**config.mk**
```make
export PLATFORM = sky130hd
export DESIGN_NAME = tps_top
export DESIGN_NICKNAME = d
export VERILOG_FILES = /design/src/hw/tps_pkg.sv /design/src/hw/tps_ext_edge.sv /design/src/hw/tps_top.sv
export VERILOG_INCLUDE_DIRS = /design/src /design/src/hw
export SDC_FILE = /design/constraint.sdc
export NUM_CORES = 1
export LEC_CHECK = 0
export ABC_AREA = 1
export BUFFER_PORTS_ARGS = -buffer_cell sky130_fd_sc_hd__buf_4
export CELL_PAD_IN_SITES_DETAIL_PLACEMENT = 0
export CELL_PAD_IN_SITES_GLOBAL_PLACEMENT = 1
export CORE_MARGIN = 2
export CORE_UTILIZATION = 33
export CTS_CLUSTER_DIAMETER = 200
export CTS_CLUSTER_SIZE = 20
export DETAILED_ROUTE_END_ITERATION = 10
export PLACE_DENSITY = 0.85
export REMOVE_ABC_BUFFERS = 1
export SYNTH_ARGS = -nofsm -noshare
export SYNTH_HDL_FRONTEND = slang
export SYNTH_SLANG_ARGS = --single-unit
```
**constraint.sdc**
```tcl
create_clock -name sys_clk -period 2.1 [get_ports sys_clk]
set_input_delay 0 -clock sys_clk [delete_from_list [all_inputs] [get_ports sys_clk]]
set_output_delay 0 -clock sys_clk [all_outputs]
set_load 0.05 [all_outputs]
```
**src/hw/tps_params.svh**
```systemverilog
// Purpose: Constants for the timer pin function and clock select block
// Assumes: Included by the design modules tps_ext_edge and tps_top
// Notes: Encodings of selection fields and reset values
`ifndef TPS_PARAMS_SVH
`define TPS_PARAMS_SVH

// Combination mode field
`define TPS_CMD_NONE 2'h0
`define TPS_CMD_RSYNC 2'h1

// Io control field, bit 2 set selects capture input
`define TPS_IO_OC_A 3'h1
`define TPS_IO_IC_BIT 2

// Clock source select codes
`define TPS_CK_F1 3'h0
`define TPS_CK_F2 3'h1
`define TPS_CK_F4 3'h2
`define TPS_CK_F8 3'h3
`define TPS_CK_F32 3'h4
`define TPS_CK_EXT 3'h5
`define TPS_CK_FOSC 3'h6

// External clock edge select
`define TPS_EDGE_RISE 2'h0
`define TPS_EDGE_FALL 2'h1

// Output disable bits come out of reset disabled
`define TPS_OD_RESET 4'hf

// Least external clock pulse, in timer clock cycles
`define TPS_EXT_MIN_PULSE 3

`endif

```
**src/hw/tps_pkg.sv**
```systemverilog
// Purpose: Types for the timer pin function and clock select block
// Assumes: tps_params.svh holds the numeric constants
// Notes: Pin function codes are the decoded pin roles
package tps_pkg;

  typedef enum logic [2:0] {
    TPS_FN_PORT = 3'h0,
    TPS_FN_COMP = 3'h1,
    TPS_FN_RSYNC = 3'h2,
    TPS_FN_PWM = 3'h3,
    TPS_FN_OC = 3'h4,
    TPS_FN_IC = 3'h5
  } tps_func_e;

  typedef struct packed {
    logic s1;
    logic s2;
    logic s3;
    logic level;
    logic pulse;
  } tps_edge_s;

  typedef struct packed {
    logic [3:0] od;
    tps_func_e fa;
    tps_func_e fb;
    tps_func_e fc;
    tps_func_e fd;
    logic [3:0] oe;
    logic cut;
    logic [1:0] cnt;
  } tps_top_s;

endpackage

```
**src/hw/tps_ext_edge.sv**
```systemverilog
// Purpose: Synchronise the external count clock and detect its edge
// Assumes: Pin is asynchronous to sys_clk
// Notes: A change counts once the second and third stages agree
`include "tps_params.svh"

module tps_ext_edge
  import tps_pkg::*;
(
  input wire logic sys_clk,
  input wire logic arst_n,
  input wire logic pin,
  input wire logic [1:0] edge_sel,
  output logic edge_pulse
);

  tps_edge_s st_r;
  tps_edge_s st_nxt;

  always_comb begin
    logic rise;
    logic fall;
    rise = 1'b0;
    fall = 1'b0;
    st_nxt = st_r;
    st_nxt.s1 = pin;
    st_nxt.s2 = st_r.s1;
    st_nxt.s3 = st_r.s2;
    st_nxt.pulse = 1'b0;
    if (st_r.s2 == st_r.s3) begin  // [RULE_15]
      rise = st_r.s2 & ~st_r.level;
      fall = ~st_r.s2 & st_r.level;
      st_nxt.level = st_r.s2;
    end
    case (edge_sel)  // [RULE_11]
      `TPS_EDGE_RISE: st_nxt.pulse = rise;
      `TPS_EDGE_FALL: st_nxt.pulse = fall;
      default: st_nxt.pulse = rise | fall;
    endcase
  end

  always_ff @(posedge sys_clk or negedge arst_n) begin
    if (!arst_n) begin
      st_r <= '0;
    end else begin
      st_r <= st_nxt;
    end
  end

  assign edge_pulse = st_r.pulse;

endmodule

```
**src/hw/tps_top.sv**
```systemverilog
// Purpose: Channel-1 timer pin function decode and count source select
// Assumes: Selection bits are static levels on sys_clk; the interrupt
//   pin level arrives already filtered on sys_clk
// Notes: All outputs are registered, one cycle after the inputs; pin roles two after an od write or cutoff, counts five after the count pin
//
// Contract
// (RULE_01) Combo modes output complementary or reset-sync PWM
// (RULE_02) Timer mode selects output compare waveform
// (RULE_03) Io control 1XX selects capture trigger input
// (RULE_04) PWM select bit gives PWM waveform output
// (RULE_05) Anything else leaves pin as port
// (RULE_06) Interrupt pin becomes cutoff input when enabled
// (RULE_07) Software sets capture pins as inputs
// (RULE_08) External clock unusable in fixed period mode
// (RULE_09) Source field picks f1 f2 f4 f8 f32
// (RULE_10) Code 110 with fast osc enable
// (RULE_11) Code 101 counts selected external edges
// (RULE_12) External pulses last three clock cycles
// (RULE_13) Software enables fast osc before selecting
// (RULE_14) Low cutoff input disables all outputs quickly
// (RULE_15) External clock synchronised, one pulse per edge
// (RULE_16) Decode combinational, effective next clock
`include "tps_params.svh"

module tps_top
  import tps_pkg::*;
(
  input wire logic sys_clk,
  input wire logic arst_n,
  input wire logic od_wr_en,
  input wire logic [3:0] od_wr_data,
  input wire logic fixed_period_pwm_select,
  input wire logic [1:0] combo_mode_field,
  input wire logic pwm_mode_select_b,
  input wire logic pwm_mode_select_c,
  input wire logic pwm_mode_select_d,
  input wire logic [2:0] io_ctrl_a,
  input wire logic [2:0] io_ctrl_b,
  input wire logic [2:0] io_ctrl_c,
  input wire logic [2:0] io_ctrl_d,
  input wire logic cutoff_input_enable,
  input wire logic int_edge_mode_sel,
  input wire logic ext_irq_enable,
  input wire logic irq_pin_direction,
  input wire logic ext_interrupt_pin,
  input wire logic [2:0] clock_source_sel_ch0,
  input wire logic [2:0] clock_source_sel_ch1,
  input wire logic [1:0] ext_clock_edge_sel_ch0,
  input wire logic [1:0] ext_clock_edge_sel_ch1,
  input wire logic ext_clock_enable,
  input wire logic fast_osc_enable,
  input wire logic [4:0] div_tick,
  input wire logic fast_osc_tick,
  input wire logic ext_count_clock_pin,
  output logic [3:0] timer_output_disable_reg,
  output tps_func_e pin_func_a,
  output tps_func_e pin_func_b,
  output tps_func_e pin_func_c,
  output tps_func_e pin_func_d,
  output logic [3:0] pin_out_en,
  output logic cutoff_mode,
  output logic count_en_ch0,
  output logic count_en_ch1
);

  tps_top_s st_r;
  tps_top_s st_nxt;
  logic ext_pulse_ch0;
  logic ext_pulse_ch1;

  // Decode one channel-1 pin; pwm_ok is 0 for the pin with no PWM bit
  function automatic tps_func_e pin_decode(
    input logic od,
    input logic fps,
    input logic [1:0] cmd,
    input logic pwm_ok,
    input logic pwm_sel,
    input logic [2:0] io
  );
    tps_func_e f;
    f = TPS_FN_PORT;  // [RULE_05]
    if (!od && cmd[1]) begin
      f = TPS_FN_COMP;  // [RULE_01]
    end else if (!od && cmd == `TPS_CMD_RSYNC) begin
      f = TPS_FN_RSYNC;  // [RULE_01]
    end else if (fps && cmd == `TPS_CMD_NONE) begin
      if (pwm_ok && pwm_sel) begin
        if (!od) begin
          f = TPS_FN_PWM;  // [RULE_04]
        end
      end else if (io[`TPS_IO_IC_BIT]) begin
        f = TPS_FN_IC;  // [RULE_03]
      end else if (!od && io != 3'h0) begin
        f = TPS_FN_OC;  // [RULE_02]
      end
    end
    return f;
  endfunction

  // Count enable for one channel from its source field
  function automatic logic src_pick(
    input logic [2:0] sel,
    input logic [4:0] ticks,
    input logic ext_ok,
    input logic ext_pulse,
    input logic fosc_ok,
    input logic fosc_tick
  );
    logic en;
    en = 1'b0;
    case (sel)
      `TPS_CK_F1: en = ticks[0];  // [RULE_09]
      `TPS_CK_F2: en = ticks[1];  // [RULE_09]
      `TPS_CK_F4: en = ticks[2];  // [RULE_09]
      `TPS_CK_F8: en = ticks[3];  // [RULE_09]
      `TPS_CK_F32: en = ticks[4];  // [RULE_09]
      `TPS_CK_EXT: en = ext_ok & ext_pulse;  // [RULE_11]
      `TPS_CK_FOSC: en = fosc_ok & fosc_tick;  // [RULE_10]
      default: en = 1'b0;
    endcase
    return en;
  endfunction

  tps_ext_edge u_edge_ch0 (
    .sys_clk(sys_clk),
    .arst_n(arst_n),
    .pin(ext_count_clock_pin),
    .edge_sel(ext_clock_edge_sel_ch0),
    .edge_pulse(ext_pulse_ch0)
  );

  tps_ext_edge u_edge_ch1 (
    .sys_clk(sys_clk),
    .arst_n(arst_n),
    .pin(ext_count_clock_pin),
    .edge_sel(ext_clock_edge_sel_ch1),
    .edge_pulse(ext_pulse_ch1)
  );

  always_comb begin
    logic cut_on;
    logic fp3_mode;
    logic ext_ok;
    logic [3:0] od;
    cut_on = 1'b0;
    fp3_mode = 1'b0;
    ext_ok = 1'b0;
    od = 4'h0;
    st_nxt = st_r;

    // Interrupt pin acts as cutoff input only in this setup
    cut_on = cutoff_input_enable & ~int_edge_mode_sel &
             ext_irq_enable & ~irq_pin_direction;  // [RULE_06]
    st_nxt.cut = cut_on;

    // Software write, then cutoff set wins over any clear
    od = st_r.od;
    if (od_wr_en) begin
      od = od_wr_data;
    end
    if (cut_on && !ext_interrupt_pin) begin
      od = 4'hf;  // [RULE_14]
    end
    st_nxt.od = od;

    // Decode from present bits; result visible next cycle
    st_nxt.fa = pin_decode(st_r.od[0], fixed_period_pwm_select,
                           combo_mode_field, 1'b0, 1'b0,
                           io_ctrl_a);  // [RULE_16]
    st_nxt.fb = pin_decode(st_r.od[1], fixed_period_pwm_select,
                           combo_mode_field, 1'b1, pwm_mode_select_b,
                           io_ctrl_b);  // [RULE_16]
    st_nxt.fc = pin_decode(st_r.od[2], fixed_period_pwm_select,
                           combo_mode_field, 1'b1, pwm_mode_select_c,
                           io_ctrl_c);  // [RULE_16]
    st_nxt.fd = pin_decode(st_r.od[3], fixed_period_pwm_select,
                           combo_mode_field, 1'b1, pwm_mode_select_d,
                           io_ctrl_d);  // [RULE_16]

    // Pin drives whenever its decoded role is a waveform output
    st_nxt.oe[0] = st_nxt.fa != TPS_FN_PORT && st_nxt.fa != TPS_FN_IC;
    st_nxt.oe[1] = st_nxt.fb != TPS_FN_PORT && st_nxt.fb != TPS_FN_IC;
    st_nxt.oe[2] = st_nxt.fc != TPS_FN_PORT && st_nxt.fc != TPS_FN_IC;
    st_nxt.oe[3] = st_nxt.fd != TPS_FN_PORT && st_nxt.fd != TPS_FN_IC;

    // Fixed period mode blocks the external clock
    fp3_mode = ~fixed_period_pwm_select &
               (combo_mode_field == `TPS_CMD_NONE);
    ext_ok = ext_clock_enable & ~fp3_mode;  // [RULE_08]
    st_nxt.cnt[0] = src_pick(clock_source_sel_ch0, div_tick, ext_ok,
                             ext_pulse_ch0, fast_osc_enable,
                             fast_osc_tick);  // [RULE_10]
    st_nxt.cnt[1] = src_pick(clock_source_sel_ch1, div_tick, ext_ok,
                             ext_pulse_ch1, fast_osc_enable,
                             fast_osc_tick);  // [RULE_11]
  end

  always_ff @(posedge sys_clk or negedge arst_n) begin
    if (!arst_n) begin
      st_r.od <= `TPS_OD_RESET;
      st_r.fa <= TPS_FN_PORT;
      st_r.fb <= TPS_FN_PORT;
      st_r.fc <= TPS_FN_PORT;
      st_r.fd <= TPS_FN_PORT;
      st_r.oe <= 4'h0;
      st_r.cut <= 1'b0;
      st_r.cnt <= 2'h0;
    end else begin
      st_r <= st_nxt;
    end
  end

  assign timer_output_disable_reg = st_r.od;
  assign pin_func_a = st_r.fa;
  assign pin_func_b = st_r.fb;
  assign pin_func_c = st_r.fc;
  assign pin_func_d = st_r.fd;
  assign pin_out_en = st_r.oe;
  assign cutoff_mode = st_r.cut;
  assign count_en_ch0 = st_r.cnt[0];
  assign count_en_ch1 = st_r.cnt[1];

endmodule
```
==> flow_summary_export.csv <==
group,metric,value,unit
global_route,grt_start_max_net_pins,30,
timing,setup_violations,0,
synthesis,ys_warn_count,0,
layout,fin_area,2210,um^2
power,finalPower,0.00151,W
power,leakagePower,1.23,nW
setup_path,reg2reg_slack,0.71,ns
setup_path,cp_max_fo,4,
setup_path,arrival,1.72,ns
timing,post-route-period-util,71.3,%
setup_path,rr_worst_depth,3,
routing,ant_nets,0,
routing,routed_wl,3.34,mm
setup_path,critPathRequiredTime,2.32,ns
routing,firstDrtPassIters,4,
power,peakVddDrop,405,uV
setup_path,path_class,"input port to register",
setup_path,max_stage_delay,0.57,ns
timing,rsz0062_at_grt,"false",
routing,drc,0,
synthesis,synthFlopType,"dfrtp_1",
layout,final_nets,312,
global_route,antenna_found_initial,0,
setup_path,startpoint_type,"input port",
timing,drv_slew,0,
clock_tree,cts_buffers,5,
worst_hold_path,hold_path.class,"input port to register",
synthesis,yosys.area.top_type,"dfrtp_1",
synthesis,synth.area.top_cells,"dfrtp_1, nand2_1, inv_1",
setup_path,critPathSlowestCell,"dlygate4sd3_1",
synthesis,yosysTopAreaCellShare,45.8,%
setup_path,worst_path_most_repeated_cell,"dlygate4sd3_1",
timing,fmaxAchievable,668,MHz
timing,hold_viol_final,0,
die,die_y,68.3,um
clock_tree,cts-root-buf,"clkbuf_8",
setup_path,r2r-start,"timer_output_disable_reg[0]",
clock_tree,postCtsResizedCells,0,
synthesis,syn_area,1370,um^2
die,initial_core_util,34.2,%
die,io-pin-count,72,
timing,max_slew_margin,75.7,%
synthesis,synthArstFlopShare,100,%
clock_tree,postCtsSetupRepairBufs,0,
clock_tree,cts_sinks,29,
clock_tree,clk_pin_slew,0.06,ns
setup_path,crit_chain,"dlygate4sd3_1 -> buf_4 -> nor3_1 -> nand2_1 -> o211ai_1 -> dlygate4sd3_1",
clock_tree,ctsHoldBuffers,16,
timing,fin_worst_skew,0.00293,ns
routing,drt_iter0_drc,22,
layout,drive_gt1_share,32.2,%
synthesis,synth_cell_types,19,
global_route,grt_pass1_vias,1212,
layout,diodes,0,
synthesis,synth_seq_area_share,53.5,%
routing,num_vias,1387,
clock_tree,clockBufferDepth,2,
global_route,grt_overflow,0,
setup_path,path_buf_inv,3,
job,max-cap-violations,0,
synthesis,synth.most_common_cell,"nand2_1",
timing,fin_crit,1.50,ns
timing,tightest_slew,0.364,ns
placed_design,globalplace.congestion,0.759,
global_route,track_usage,15.2,%
routing,vias_per_cell,4.42,
power,pwr_density_cell,685,nW/um^2
synthesis,synth-edff-count,0,
global_route,grt_pass1_wl,5.11,mm
run_status,status,"finished, final reports clean",
die,core,4000,um^2
placed_design,placed_area,1960,um^2
die,die-area,4670,um^2
timing,setup-tns-final,0,ns
layout,synthToLayoutAreaGrowth,61.6,%
setup_path,r2r-end,"timer_output_disable_reg[0]",
synthesis,netlist_top_cells_count,"nand2_1, inv_1, nor2_1",
setup_path,crit_family,"buffers and inverters",
synthesis,synth_cells,170,
clock_tree,htreeDepth,2,
die,row_count,23,
worst_hold_path,min_path_cells,3,
die,fp.dieW,68.3,um
placed_design,dp_hpwl,2.53,mm
synthesis,synth_area_per_cell,8.04,um^2
clock_tree,clkLatencyLatePin,0.27,ns
routing,wl_per_cell,10.6,um
placed_design,place.port_buffers,71,
worst_hold_path,hp-start,"ext_clock_edge_sel_ch0[1]",
worst_hold_path,holdPathEnd,"u_edge_ch0.edge_pulse",
synthesis,ys_seq_elements,29,
setup_path,critPathCaptureType,"register",
clock_tree,tritoncts,"yes",
[routing by layer]
metal | wire [um] | vias up | GRT usage, %
met4 | 46 | 0 | 5.25
met3 | 438 | 7 | 8.72
li1 | - | 715 | -
met1 | 1350 | 607 | 17.5
met2 | 1510 | 58 | 23.8
met5 | 0 | - | 0
[cell usage in the layout, fill, tap and decap left out, drive strengths merged]
master	instances
nor3	1
mux2i	3
o22ai	2
nand3b	1
o211ai	1
clkbuf	8
o21a	1
nand3	14
inv	32
dfstp	4
o21ai	10
buf	71
dfrtp	25
dlygate4sd3	16
nand2	34
a21oi	10
nor2	29
nand4	2
[how the worst max path moves through the flow]
stage	startpoint	end	depth (start not counted)	slack (ns)
2_1_floorplan	timer_output_disable_reg[3]	pin_out_en[3]	5	0.82
3_3_place_gp	timer_output_disable_reg[3]	pin_out_en[3]	5	1.02
3_5_place_dp	timer_output_disable_reg[3]	pin_out_en[3]	5	0.99
4_1_cts	irq_pin_direction	timer_output_disable_reg[0]	6	0.60
5_1_grt	irq_pin_direction	timer_output_disable_reg[0]	6	0.52
6_report	irq_pin_direction	timer_output_disable_reg[0]	6	0.60
[cell families (layout without fill, tap and decap cells)]
| kind of cell | Yosys count | count (layout) | synth area share, % |
|---|---|---|---|
| multiplexers | 3 | 3 | 2.20 |
| AO/OA/AOI/OAI | 24 | 24 | 9.89 |
| buffers and inverters | 33 | 127 | 9.07 |
| AND/OR/NAND/NOR | 81 | 81 | 25.4 |
| flip-flops | 29 | 29 | 53.5 |
[power breakdown]
group | leakage [nW] | internal [W] | total (W) | switching [W]
sequential | 0.360 | 0.000611 | 0.000632 | 0.0000215
combinational | 0.825 | 0.000166 | 0.000420 | 0.000254
clock | 0.0455 | 0.000266 | 0.000459 | 0.000193
[per-stage QoR]
step | util [%] | hold WS [ns] | cells | setup slack [ns]
floorplan | - | -0.296 | 169 | 0.822
global placement | 49.0 | -0.0529 | 290 | 1.02
detailed placement | 49.0 | -0.0532 | 290 | 0.987
CTS | 55.2 | 0.00283 | 314 | 0.600
global route | 55.2 | 0.0248 | 314 | 0.525
finish | 55.2 | 0.00978 | 314 | 0.602
[layout make-up]
class	instances	area, um^2
Multi-Input combinational cell	108	512
Sequential cell	29	731
Clock buffer	8	90.1
Tap cell	50	62.6
Timing Repair Buffer	87	693
Fill cell	366	1790
Inverter	32	120
[worst reg2reg max path: cells and delay by family, from the launching register on]
kind,cells,cell delay (ns)
flip-flops,1,0.56
buffers and inverters,2,0.63
AO/OA/AOI/OAI,1,0.15
No activity file was read; power rests on OpenSTA's default activity.
